$ cat config.mk
export PLATFORM = sky130hd
export DESIGN_NAME = e1rst_core
export DESIGN_NICKNAME = d
export VERILOG_FILES = /design/src/include/e1rst_pkg.sv /design/src/logic/e1rst_core.sv
export SDC_FILE = /design/constraint.sdc
export NUM_CORES = 1
export LEC_CHECK = 0
export ABC_AREA = 0
export ABC_CLOCK_PERIOD_IN_PS = 2500
export BUFFER_PORTS_ARGS = -buffer_cell sky130_fd_sc_hd__buf_4
export CAP_MARGIN = 20
export CORE_MARGIN = 5
export CORE_UTILIZATION = 55
export DETAILED_ROUTE_END_ITERATION = 16
export PLACE_DENSITY_LB_ADDON = 0.12
export SLEW_MARGIN = 20
export SYNTH_ARGS = -nofsm -noshare
export SYNTH_HDL_FRONTEND = slang
export SYNTH_SLANG_ARGS = --single-unit
$ cat constraint.sdc
create_clock -name core_clk -period 2.5 [get_ports core_clk]
set_clock_uncertainty 0.15 [all_clocks]
set_input_delay 0.25 -clock core_clk [delete_from_list [all_inputs] [get_ports core_clk]]
set_output_delay 0.25 -clock core_clk [all_outputs]
set_load 0.05 [all_outputs]
$ cat src/include/e1rst_pkg.sv
// package: constants, register defaults and carrier types of the reset/default-state block
package e1rst_pkg;

    // bus and register geometry
    localparam int ADDR_W  = 8;
    localparam int DATA_W  = 32;
    localparam int REG_W   = 8;
    localparam int IDX_W   = 6;
    localparam int STAT_W  = 8;
    localparam int NCTL    = 49;
    localparam logic [IDX_W-1:0] NCTL_IDX = 6'h31;

    // register indices; byte address is four times the index
    localparam logic [IDX_W-1:0] IDX_CLOCK_GEN_CONFIG   = 6'h00; // eight entries 0..7
    localparam logic [IDX_W-1:0] IDX_FRAMER_MODE_FIRST  = 6'h08;
    localparam logic [IDX_W-1:0] IDX_FRAMER_MODE_SECOND = 6'h09;
    localparam logic [IDX_W-1:0] IDX_FRAMER_MODE_THIRD  = 6'h0A;
    localparam logic [IDX_W-1:0] IDX_TX_PULSE_SHAPE2    = 6'h1C;
    localparam logic [IDX_W-1:0] IDX_INTERRUPT_MASK0    = 6'h1D; // six entries 29..34
    localparam logic [IDX_W-1:0] IDX_STATUS_PINS        = 6'h31;
    localparam logic [IDX_W-1:0] IDX_STATUS_CORE        = 6'h32;
    localparam int NIMR = 6;

    // field positions
    localparam int LINE_STANDARD_SELECT_BIT = 7; // framer_mode_second, 1 = T1/J1
    localparam int FRAME_FMT_HI             = 7; // framer_mode_third, 00 = doubleframe
    localparam int FRAME_FMT_LO             = 6;
    localparam int TX_TRISTATE_BIT          = 6; // tx_pulse_shape2

    // reset values
    localparam logic [REG_W-1:0] RV_ZERO = 8'h00;
    localparam logic [REG_W-1:0] RV_SLOT = 8'h9C;
    localparam logic [REG_W-1:0] RV_XPM0 = 8'h7B;
    localparam logic [REG_W-1:0] RV_XPM1 = 8'h03;
    localparam logic [REG_W-1:0] RV_XPM2 = 8'h40;
    localparam logic [REG_W-1:0] RV_MASK = 8'hFF;

    typedef logic [NCTL-1:0][REG_W-1:0] e1rst_regs_t;

    // defaults, highest index first
    localparam e1rst_regs_t E1RST_DEF = '{
        RV_ZERO,                                               // 48 port_cfg_five
        RV_ZERO, RV_ZERO,                                      // 47 sig ctrl mode, 46 clock_mux_cfg_b
        RV_ZERO,                                               // 45 clock_mux_cfg_a
        RV_ZERO, RV_ZERO,                                      // 44..43 slot_select_extra_b/a
        RV_ZERO, RV_ZERO, RV_ZERO, RV_ZERO,                    // 42..39 tx_slot_select
        RV_ZERO, RV_ZERO, RV_ZERO, RV_ZERO,                    // 38..35 rx_slot_select
        RV_MASK, RV_MASK, RV_MASK, RV_MASK, RV_MASK, RV_MASK,  // 34..29 interrupt_mask_bank
        RV_XPM2, RV_XPM1, RV_XPM0,                             // 28..26 tx_pulse_shape
        RV_ZERO, RV_ZERO,                                      // 25 los_recover_count, 24 los_detect_count
        RV_ZERO, RV_ZERO,                                      // 23..22 line_iface_cfg_b/a
        RV_SLOT, RV_ZERO,                                      // 21 rx_slot_offset, 20 rx_clock_offset
        RV_SLOT, RV_ZERO,                                      // 19 tx_slot_offset, 18 tx_clock_offset
        RV_ZERO, RV_ZERO, RV_ZERO, RV_ZERO,                    // 17 transparent_word_mode .. 14 chan loop
        RV_ZERO, RV_ZERO, RV_ZERO,                             // 13..11 system_iface_cfg_c/b/a
        RV_ZERO, RV_ZERO, RV_ZERO,                             // 10..8 framer_mode_third/second/first
        RV_ZERO, RV_ZERO, RV_ZERO, RV_ZERO,                    // 7..0 clock_gen_config
        RV_ZERO, RV_ZERO, RV_ZERO, RV_ZERO
    };

    // chip-clear timing: minimum low time of chip_clear_input
    localparam int CLK_MHZ    = 100;
    localparam int CLR_MIN_US = 10;
    localparam int CLR_CYC    = CLR_MIN_US * CLK_MHZ;
    localparam int CNT_W      = 11;
    localparam logic [CNT_W-1:0] CLR_LAST = CNT_W'(CLR_CYC - 1);
    localparam logic [CNT_W-1:0] CNT_ONE  = 11'h001;
    localparam logic [CNT_W-1:0] CNT_ZERO = 11'h000;

    typedef enum logic [1:0] {E1RST_RUN, E1RST_ARM, E1RST_CLEAR} e1rst_chip_e;

    typedef struct packed {
        logic              psel;
        logic              penable;
        logic              pwrite;
        logic [ADDR_W-1:0] paddr;
        logic [DATA_W-1:0] pwdata;
        logic [3:0]        pstrb;
    } e1rst_apb_req_s;

    typedef struct packed {
        logic [DATA_W-1:0] prdata;
        logic              pready;
        logic              pslverr;
    } e1rst_apb_rsp_s;

    typedef struct packed {
        logic out_oe_n;       // high = all output stages released
        logic e1_mode;
        logic doubleframe;
        logic tx_tristate;
        logic irq_all_masked;
    } e1rst_cfg_s;

    typedef struct packed {
        logic              clr_meta;
        logic              clr_sync;
        logic [CNT_W-1:0]  clr_cnt;
        e1rst_chip_e       chip;
        e1rst_regs_t       ctl;
        logic [STAT_W-1:0] stat_meta;
        logic [STAT_W-1:0] stat_sync;
        e1rst_apb_rsp_s    rsp;
        e1rst_cfg_s        cfg;
    } e1rst_state_s;

    localparam e1rst_state_s E1RST_STATE_RST = '{
        clr_meta:  1'h1,
        clr_sync:  1'h1,
        clr_cnt:   CNT_ZERO,
        chip:      E1RST_RUN,
        ctl:       E1RST_DEF,
        stat_meta: 8'h00,
        stat_sync: 8'h00,
        rsp:       '{prdata: 32'h0000_0000, pready: 1'h0, pslverr: 1'h0},
        cfg:       '{out_oe_n: 1'h1, e1_mode: 1'h1, doubleframe: 1'h1, tx_tristate: 1'h1, irq_all_masked: 1'h1}
    };

endpackage

$ cat src/logic/e1rst_core.sv
// module: chip-clear sequencing, default register bank and apb register port

// Behaviour
// - chip_clear_input low for at least 10 us enters the clear state
// - during clear every output stage is released (high impedance)
// - clear resets internal state and loads register defaults
// - after clear the device runs E1 doubleframe until reprogrammed
// - status registers are read-only and refreshed every cycle by hardware
// - byte and word accesses reach every control and status register
// - clock generator configuration registers default to zero (2.048 MHz)
// - first framer mode register defaults to zero: NRZ, no alarm simulation
// - second and third framer mode registers default to zero
// - system interface configuration registers default to zero
// - channel loop, service word, spare bits and transparent mode default cleared
// - clock offsets default zero, slot offsets default 9C, both meaning cleared
// - line interface and loss-of-signal count registers default to zero
// - three pulse-shape registers default 7B, 03, 40, transmitter tristated
// - every interrupt mask register defaults to all ones
// - receive and transmit slot selections default to zero
// - first clock mux register defaults to zero
// - second clock mux register defaults to zero
// - signaling controller mode register defaults to zero
module e1rst_core (
    input  wire logic                       core_clk,
    input  wire logic                       rst_n,
    input  wire logic                       chip_clear_input,
    input  wire logic [7:0]                 line_status,
    input  wire e1rst_pkg::e1rst_apb_req_s  apb_req,
    output e1rst_pkg::e1rst_apb_rsp_s       apb_rsp,
    output e1rst_pkg::e1rst_cfg_s           cfg,
    output e1rst_pkg::e1rst_regs_t          ctl_regs
);

    e1rst_pkg::e1rst_state_s   s_r;
    e1rst_pkg::e1rst_state_s   s_nxt;
    logic [e1rst_pkg::IDX_W-1:0] reg_idx;
    logic                      access;
    logic                      wr_commit;
    logic                      clearing;
    logic [e1rst_pkg::NCTL-1:0] wr_hit;

    // word index of the access; low address bits must be zero
    assign reg_idx = apb_req.paddr[e1rst_pkg::ADDR_W-1:2];
    assign access  = apb_req.psel && apb_req.penable;

    // lane zero write
    // a write lands on the edge where pready is seen high, byte or word strobe alike
    assign wr_commit = access && s_r.rsp.pready && !s_r.rsp.pslverr && apb_req.pwrite
                       && apb_req.pstrb[0] && (s_r.chip != e1rst_pkg::E1RST_CLEAR)
                       && (reg_idx < e1rst_pkg::NCTL_IDX);

    // addressed entry only
    // one decoder per entry so a write can never spill into a neighbour
    generate
        for (genvar gi = 0; gi < e1rst_pkg::NCTL; gi++)
        begin : g_hit
            assign wr_hit[gi] = wr_commit && (reg_idx == e1rst_pkg::IDX_W'(gi));
        end
    endgenerate

    // next-state logic for the whole block
    always_comb
    begin
        s_nxt = s_r;
        clearing = 1'h0;

        // pin synchroniser
        // pin is asynchronous, so it passes two flops before the counter sees it
        s_nxt.clr_meta  = chip_clear_input;
        s_nxt.clr_sync  = s_r.clr_meta;
        // live status
        // status pins resampled every cycle, no host action needed
        s_nxt.stat_meta = line_status;
        s_nxt.stat_sync = s_r.stat_meta;

        // low-time qualify
        // short glitches on the pin never reach the clear state
        case (s_r.chip)
            e1rst_pkg::E1RST_RUN:
            begin
                if (!s_r.clr_sync)
                begin
                    s_nxt.chip    = e1rst_pkg::E1RST_ARM;
                    s_nxt.clr_cnt = e1rst_pkg::CNT_ONE;
                end
            end
            e1rst_pkg::E1RST_ARM:
            begin
                if (s_r.clr_sync)
                begin
                    s_nxt.chip    = e1rst_pkg::E1RST_RUN;
                    s_nxt.clr_cnt = e1rst_pkg::CNT_ZERO;
                end
                else if (s_r.clr_cnt == e1rst_pkg::CLR_LAST)
                begin
                    s_nxt.chip = e1rst_pkg::E1RST_CLEAR;
                end
                else
                begin
                    s_nxt.clr_cnt = s_r.clr_cnt + e1rst_pkg::CNT_ONE;
                end
            end
            e1rst_pkg::E1RST_CLEAR:
            begin
                // clock assumed
                // leaving clear needs clock edges; a stopped clock freezes the chip here
                if (s_r.clr_sync)
                begin
                    s_nxt.chip    = e1rst_pkg::E1RST_RUN;
                    s_nxt.clr_cnt = e1rst_pkg::CNT_ZERO;
                end
            end
            default:
            begin
                s_nxt.chip    = e1rst_pkg::E1RST_RUN;
                s_nxt.clr_cnt = e1rst_pkg::CNT_ZERO;
            end
        endcase
        clearing = (s_nxt.chip == e1rst_pkg::E1RST_CLEAR);

        for (int i = 0; i < e1rst_pkg::NCTL; i++)
        begin
            if (wr_hit[i])
            begin
                s_nxt.ctl[i] = apb_req.pwdata[e1rst_pkg::REG_W-1:0];
            end
        end

        // table load
        // clear wins over a write in the same cycle
        if (clearing)
        begin
            s_nxt.ctl = e1rst_pkg::E1RST_DEF;
        end

        // apb answer
        // one wait state: data and pready registered together on the first access edge
        if (access && !s_r.rsp.pready)
        begin
            s_nxt.rsp.pready  = 1'h1;
            s_nxt.rsp.pslverr = 1'h0;
            s_nxt.rsp.prdata  = 32'h0000_0000;
            if ((apb_req.paddr[1:0] != 2'h0) || (s_r.chip == e1rst_pkg::E1RST_CLEAR))
            begin
                s_nxt.rsp.pslverr = 1'h1;
            end
            else if (reg_idx < e1rst_pkg::NCTL_IDX)
            begin
                s_nxt.rsp.prdata[e1rst_pkg::REG_W-1:0] = s_r.ctl[reg_idx];
            end
            // status read-only
            // writes to status words are answered but change nothing
            else if (reg_idx == e1rst_pkg::IDX_STATUS_PINS)
            begin
                s_nxt.rsp.prdata[e1rst_pkg::STAT_W-1:0] = s_r.stat_sync;
            end
            else if (reg_idx == e1rst_pkg::IDX_STATUS_CORE)
            begin
                s_nxt.rsp.prdata[e1rst_pkg::STAT_W-1:0] = {3'h0, s_r.cfg.irq_all_masked,
                                                           s_r.cfg.tx_tristate, s_r.cfg.doubleframe,
                                                           s_r.cfg.e1_mode, !s_r.cfg.out_oe_n};
            end
            else
            begin
                s_nxt.rsp.pslverr = 1'h1;
            end
        end
        else
        begin
            s_nxt.rsp.pready  = 1'h0;
            s_nxt.rsp.pslverr = 1'h0;
            s_nxt.rsp.prdata  = 32'h0000_0000;
        end

        // release outputs
        // output enables held off for the whole clear, active low
        s_nxt.cfg.out_oe_n = clearing;
        // standard bit
        // setting the line standard bit leaves E1, reflected straight away
        s_nxt.cfg.e1_mode = !s_nxt.ctl[e1rst_pkg::IDX_FRAMER_MODE_SECOND][e1rst_pkg::LINE_STANDARD_SELECT_BIT];
        s_nxt.cfg.doubleframe =
            (s_nxt.ctl[e1rst_pkg::IDX_FRAMER_MODE_THIRD][e1rst_pkg::FRAME_FMT_HI:e1rst_pkg::FRAME_FMT_LO] == 2'h0);
        s_nxt.cfg.tx_tristate = s_nxt.ctl[e1rst_pkg::IDX_TX_PULSE_SHAPE2][e1rst_pkg::TX_TRISTATE_BIT];
        s_nxt.cfg.irq_all_masked = 1'h1;
        for (int m = 0; m < e1rst_pkg::NIMR; m++)
        begin
            if (s_nxt.ctl[e1rst_pkg::IDX_INTERRUPT_MASK0 + e1rst_pkg::IDX_W'(m)] != e1rst_pkg::RV_MASK)
            begin
                s_nxt.cfg.irq_all_masked = 1'h0;
            end
        end
        // port rules are the host's; no checking here, a misuse is simply stored
    end

    // state register
    // sync reset loads constants only
    always_ff @(posedge core_clk)
    begin
        if (!rst_n)
        begin
            s_r <= e1rst_pkg::E1RST_STATE_RST;
        end
        else
        begin
            s_r <= s_nxt;
        end
    end

    // outputs straight from the state flops
    assign apb_rsp  = s_r.rsp;
    assign cfg      = s_r.cfg;
    assign ctl_regs = s_r.ctl;
endmodule // e1rst_core

# Yosys cells after proc, flatten, opt, wreduce, memory -nomap -nowiden
# Index checks and enable logic that the tools add are counted.
# W data, S select, Z words.
# op_classes
addsub,1
n_lt_le_gt_ge,2
eq_ne,64
mux,58
n_bitwise,2
reduce_logical,70
# op_table
cell,n
$mux W8,38
$mux W280,1
$eq A6 B6 Y1 const B,19
$eq A6 B5 Y1 const B,16
$logic_and A1 B1 Y1,57
$bmux W8 S6,1
$eq A6 B4 Y1 const B,8
$ne A8 B8 Y1 const B,6
$mux W13,3
$pmux W13 S3,1
$eq A6 B3 Y1 const B,4
$eq A6 B2 Y1 const B,2
$add A11 B1 Y11 const B,1
$eq A11 B10 Y1 const B,1
$mux W11,1
$mux W1,10
$lt A6 B7 Y1 const B,1
$eq A6 B1 Y1 const B,1
$logic_not A6 Y1,1
$lt A6 B6 Y1 const B,1
$ne A2 B2 Y1 const B,3
$mux W5,1
$eq A2 B2 Y1 const B,2
$logic_not A1 Y1,4
other kinds (11),14
# word_totals
reg_bits,461
input_bits,58
out_inout_bits,431
wordCells,263

# Depth between registers and ports, before layout
# logic_depth
word_depth,17
ltp_mapped,11
mapped_depth_nobuf,9

# Least setup slack after synthesis
# Ideal clock, no wire load.
# synth_timing
path_type,input port to flip-flop
from,in apb_req[39] in the netlist's numbering
to,"reg s_r, in the netlist apb_rsp[8]"
setup_time_ns,0.126
t_arrival_ns,2.009
t_required_ns,2.224
setup_slack_ns,0.215
stages,7
path_buffers,3
path_cell_list,buf_4 -> buf_2 -> buf_1 -> mux4_2 -> mux4_2 -> a22oi_1 -> a211oi_1
# synth_via
elab_chain_cells,3
word_cells_on_any_way,6
classes_between,order compare: 1; eq/ne: 1; mux: 4
# synth_lines
item,line,text
"start, declared",e1rst_core.sv:28,"input wire e1rst_pkg::e1rst_apb_req_s apb_req,"
$bmux W8 S6 / $eq A6 B6 Y1 (equally long branches),"e1rst_core.sv:149, e1rst_core.sv:153",
"$mux W8, on equally long branches","e1rst_core.sv:149, e1rst_core.sv:153",
$mux W8 (*),e1rst_core.sv:147,else if (reg_idx < e1rst_pkg::NCTL_IDX)
"end signal, assigned",e1rst_core.sv:201,s_r <= e1rst_pkg::E1RST_STATE_RST;
"end signal, assigned",e1rst_core.sv:205,s_r <= s_nxt;
"end, declared",e1rst_core.sv:34,e1rst_pkg::e1rst_state_s s_r;
# Mark *: on every way between the ends. The rest lies on a longest branch, timed or not. The select of a mux whose other input is x is not followed.
# A chain may end at the register's enable or synchronous reset.

# Worst setup path in the final report
# layout_timing
from,reg s_r[447] in the netlist's numbering
to,"reg s_r, in the netlist ctl_regs[348]"
# layout_via
elab_chain_cells,5
word_cells_on_any_way,14
classes_between,eq/ne: 4; mux: 5; reduce/logical: 5
# layout_lines
item,line,text
$mux W2,e1rst_core.sv:94,else if (s_r.clr_cnt == e1rst_pkg::CLR_LAST)
$mux W13,e1rst_core.sv:89,if (s_r.clr_sync)
$pmux W13 S3,e1rst_core.sv:78,case (s_r.chip)
$eq A2 B2 Y1,e1rst_core.sv:119,clearing = (s_nxt.chip == e1rst_pkg::E1RST_CLEAR);
$reduce_or A2 Y1 (no source line),-,
# Parallel ways exist; a longest one is shown, timed or not. The select of a mux whose other input is x is not followed.

==> flow_summary.json <==
{
  "p_leak_nw": 10.3,
  "p_per_area_nw_per_um2": 583,
  "synth_ff_type": "dfxtp_1",
  "grt_pass1_vias": 18686,
  "grt_max_degree": 68,
  "setup_viol": 0,
  "reg2reg_from": "s_r[447]",
  "yosysTopAreaCell": "dfxtp_1",
  "rsz0062_at_grt": "yes",
  "crit_type": "flop to flop",
  "design_area_um2": 25800,
  "root_buffer": "clkbuf_16",
  "cp.arrival_ns": 2.80,
  "antenna_found_initial": 2,
  "grt_util_met2_pct": 55.4,
  "status": "finished clean",
  "fp-row-count": 73,
  "end_kind": "flop",
  "postSynth.asyncResetShare_pct": 0,
  "synth_common_cells": "nand2_1, buf_4, dfxtp_1, a21oi_1, nand3_1",
  "cts_tree": "done",
  "peakVddDrop_v": 0.000411,
  "netlist_area_um2": 22300,
  "routed_wirelength_um": 84500,
  "ant_nets": 0,
  "place_congestion": 1.01,
  "synthTopCellsByArea": "dfxtp_1, buf_4, nand2_1",
  "final.setup.tns_ns": 0,
  "vias": 19784,
  "via_per_inst": 5.98,
  "clk_pin_slew_ns": 0.06,
  "critPathLaunchType": "flop",
  "hp-class": "primary input to flop",
  "seq_area_frac_synth_pct": 39.3,
  "initial_core_util_pct": 55.8,
  "synth.most_common_cell": "nand2_1",
  "hold_slack_ns": 0.0104,
  "ys_types": 57,
  "clk_latency_ns": 0.59,
  "syn_avg_cell_area_um2": 8.44,
  "min_from": "apb_req[42]",
  "crit_family": "simple AND/OR/NAND/NOR gates",
  "slew_headroom_pct": 50.9,
  "die_w_um": 211,
  "crit_required_ns": 2.86,
  "cts_sinks": 437,
  "worstMarginPinSlew_ns": 0.731,
  "path_buf_inv": 2,
  "slowest_stage": "nor2b_4",
  "drtIter0Drc": 2436,
  "grt_overflow_total": 0,
  "ios": 489,
  "gr-usage-met1_pct": 47.6,
  "grt_pass1_wl_um": 120000,
  "drc": 0,
  "timing.final.crit_share_pct": 97.5,
  "hpwl_um": 61000,
  "synth-warning-count": 0,
  "syn_to_final_growth_pct": 15.9,
  "nNetsFinal": 2805,
  "startpoint": "s_r[447]",
  "cts_buffers": 47,
  "hold_violations": 0,
  "synth_edf_count": 0,
  "top_usage_layer": "met2",
  "ys_ff_latch": 437,
  "path_cells": "nand2b_1 -> o21a_1 -> nor2_2 -> nor2b_4 -> clkinv_8 -> clkbuf_16 -> a21oi_1",
  "dpl-instance-area_um2": 23600,
  "cts_max_level": 2,
  "drive_above_1_share_pct": 29.1,
  "netlist.area_leader.share_pct": 39.3,
  "die_area_um2": 44600,
  "track_usage_pct": 35.4,
  "die_y_um": 211,
  "cp.depth": 7,
  "clock.fmax_mhz": 410,
  "cp_slowest_stage_delay_ns": 0.55,
  "total_power_mw": 15.0,
  "avgRoutedWirePerCell_um": 25.5,
  "use_met3_pct": 8.64,
  "dr.pass1.iters": 6,
  "ff2ff_path_depth": 7,
  "maxSlewViolCount": 0,
  "finalCriticalPeriod_ns": 2.44,
  "clk_path_buf_depth": 3,
  "port_buffers": 437,
  "cap_violations": 0,
  "syn_inst": 2638,
  "core_um2": 39900,
  "crit_fanout": 13,
  "hold_depth": 4
}
-- routing by layer --
metal	share of wire [%]	routed length [um]
met5	0	0
met3	12	10500
met2	46	38600
met1	38	31700
met4	4.3	3610
-- through the flow --
step	std cells	setup WS, ns	utilization, %
finish	3311	0.0617	64.6
global route	3311	-0.0265	64.6
CTS	3292	0.0154	63.6
detailed placement	3176	-0.0890	59.0
global placement	3176	-0.0935	59.0
floorplan	2661	0.215	-
-- where the power goes --
group	total, mW	internal [mW]	switching (mW)
combinational	1.09	0.363	0.722
clock	6.97	4.06	2.91
sequential	6.99	6.98	0.0112
total	15.0	11.4	3.64
-- cells by family after synthesis --
| kind of cell | after synthesis | share of synthesized area [%] |
|---|---|---|
| AOI/OAI and AO/OA | 411 | 9.90 |
| xor gates and xnor gates | 8 | 0.315 |
| adders and majority gates | 1 | 0.0562 |
| buffers and inverters | 592 | 18.0 |
| DFF | 437 | 39.3 |
| muxes | 142 | 12.7 |
| other | 1 | 0.0168 |
| and+or+nand+nor | 1046 | 19.8 |
-- layout by cell type (no fill, tap or decap), types with 9 or more instances in the layout --
master and n:
buf_12 10, nand3_1 143, clkbuf_1 19, nand2_1 693, a22oi_1 20, o211ai_1 18
clkbuf_8 10, nor2_1 105, mux4_2 112, o21ai_0 12, a21oi_1 339, buf_6 10
conb_1 24, nor2_2 9, clkbuf_16 55, nand2b_1 10, and2_1 21, dlygate4sd3_1 29
dfxtp_1 435, buf_4 559, mux2i_1 29, nand4_1 17
-- path summary, 6_finish.rpt --
check / to / slack, ns
worst min-delay path: apb_rsp[8] / 0.01
worst max-delay path: ctl_regs[348] / 0.06
worst min register to register: s_r[460] / 0.28
worst max register to register: ctl_regs[348] / 0.06
-- final cells by class --
cell class              instances  area [um^2]
repair inverters                4         37.5
clock buffers                  77         1410
fillers                      3415        14100
multi-input cells            1632         9700
flip-flops and latches        437         8750
well taps                     525          657
repair buffers                619         5080
clock inverters                10          118
inverters                       5         31.3
diodes                          2         5.00
-- sequential cells by signal (all words and copies together) (netlist names) --
register	cells
apb_rsp	10
ctl_regs	392
cfg	4
s_r	22
s_nxt	9
-- worst register-to-register path: cells and delay by family (launching register included) --
kind,cells,cell delay [ns]
simple gates,3,0.91
buf+inv,2,0.52
flops,1,0.46
compound gates,2,0.32
-- what timing repair did --
item / in CTS / in global routing
hold buffers: 29 / 0
cloned: 0 / 14
setup buffers: 0 / 3
endpoints found under the setup margin: 86 / 325
pin swaps: 0 / 3
hold endpoints to repair: 82 / 0
resized for setup: 1 / 36
(Power assumes the default switching activity.)
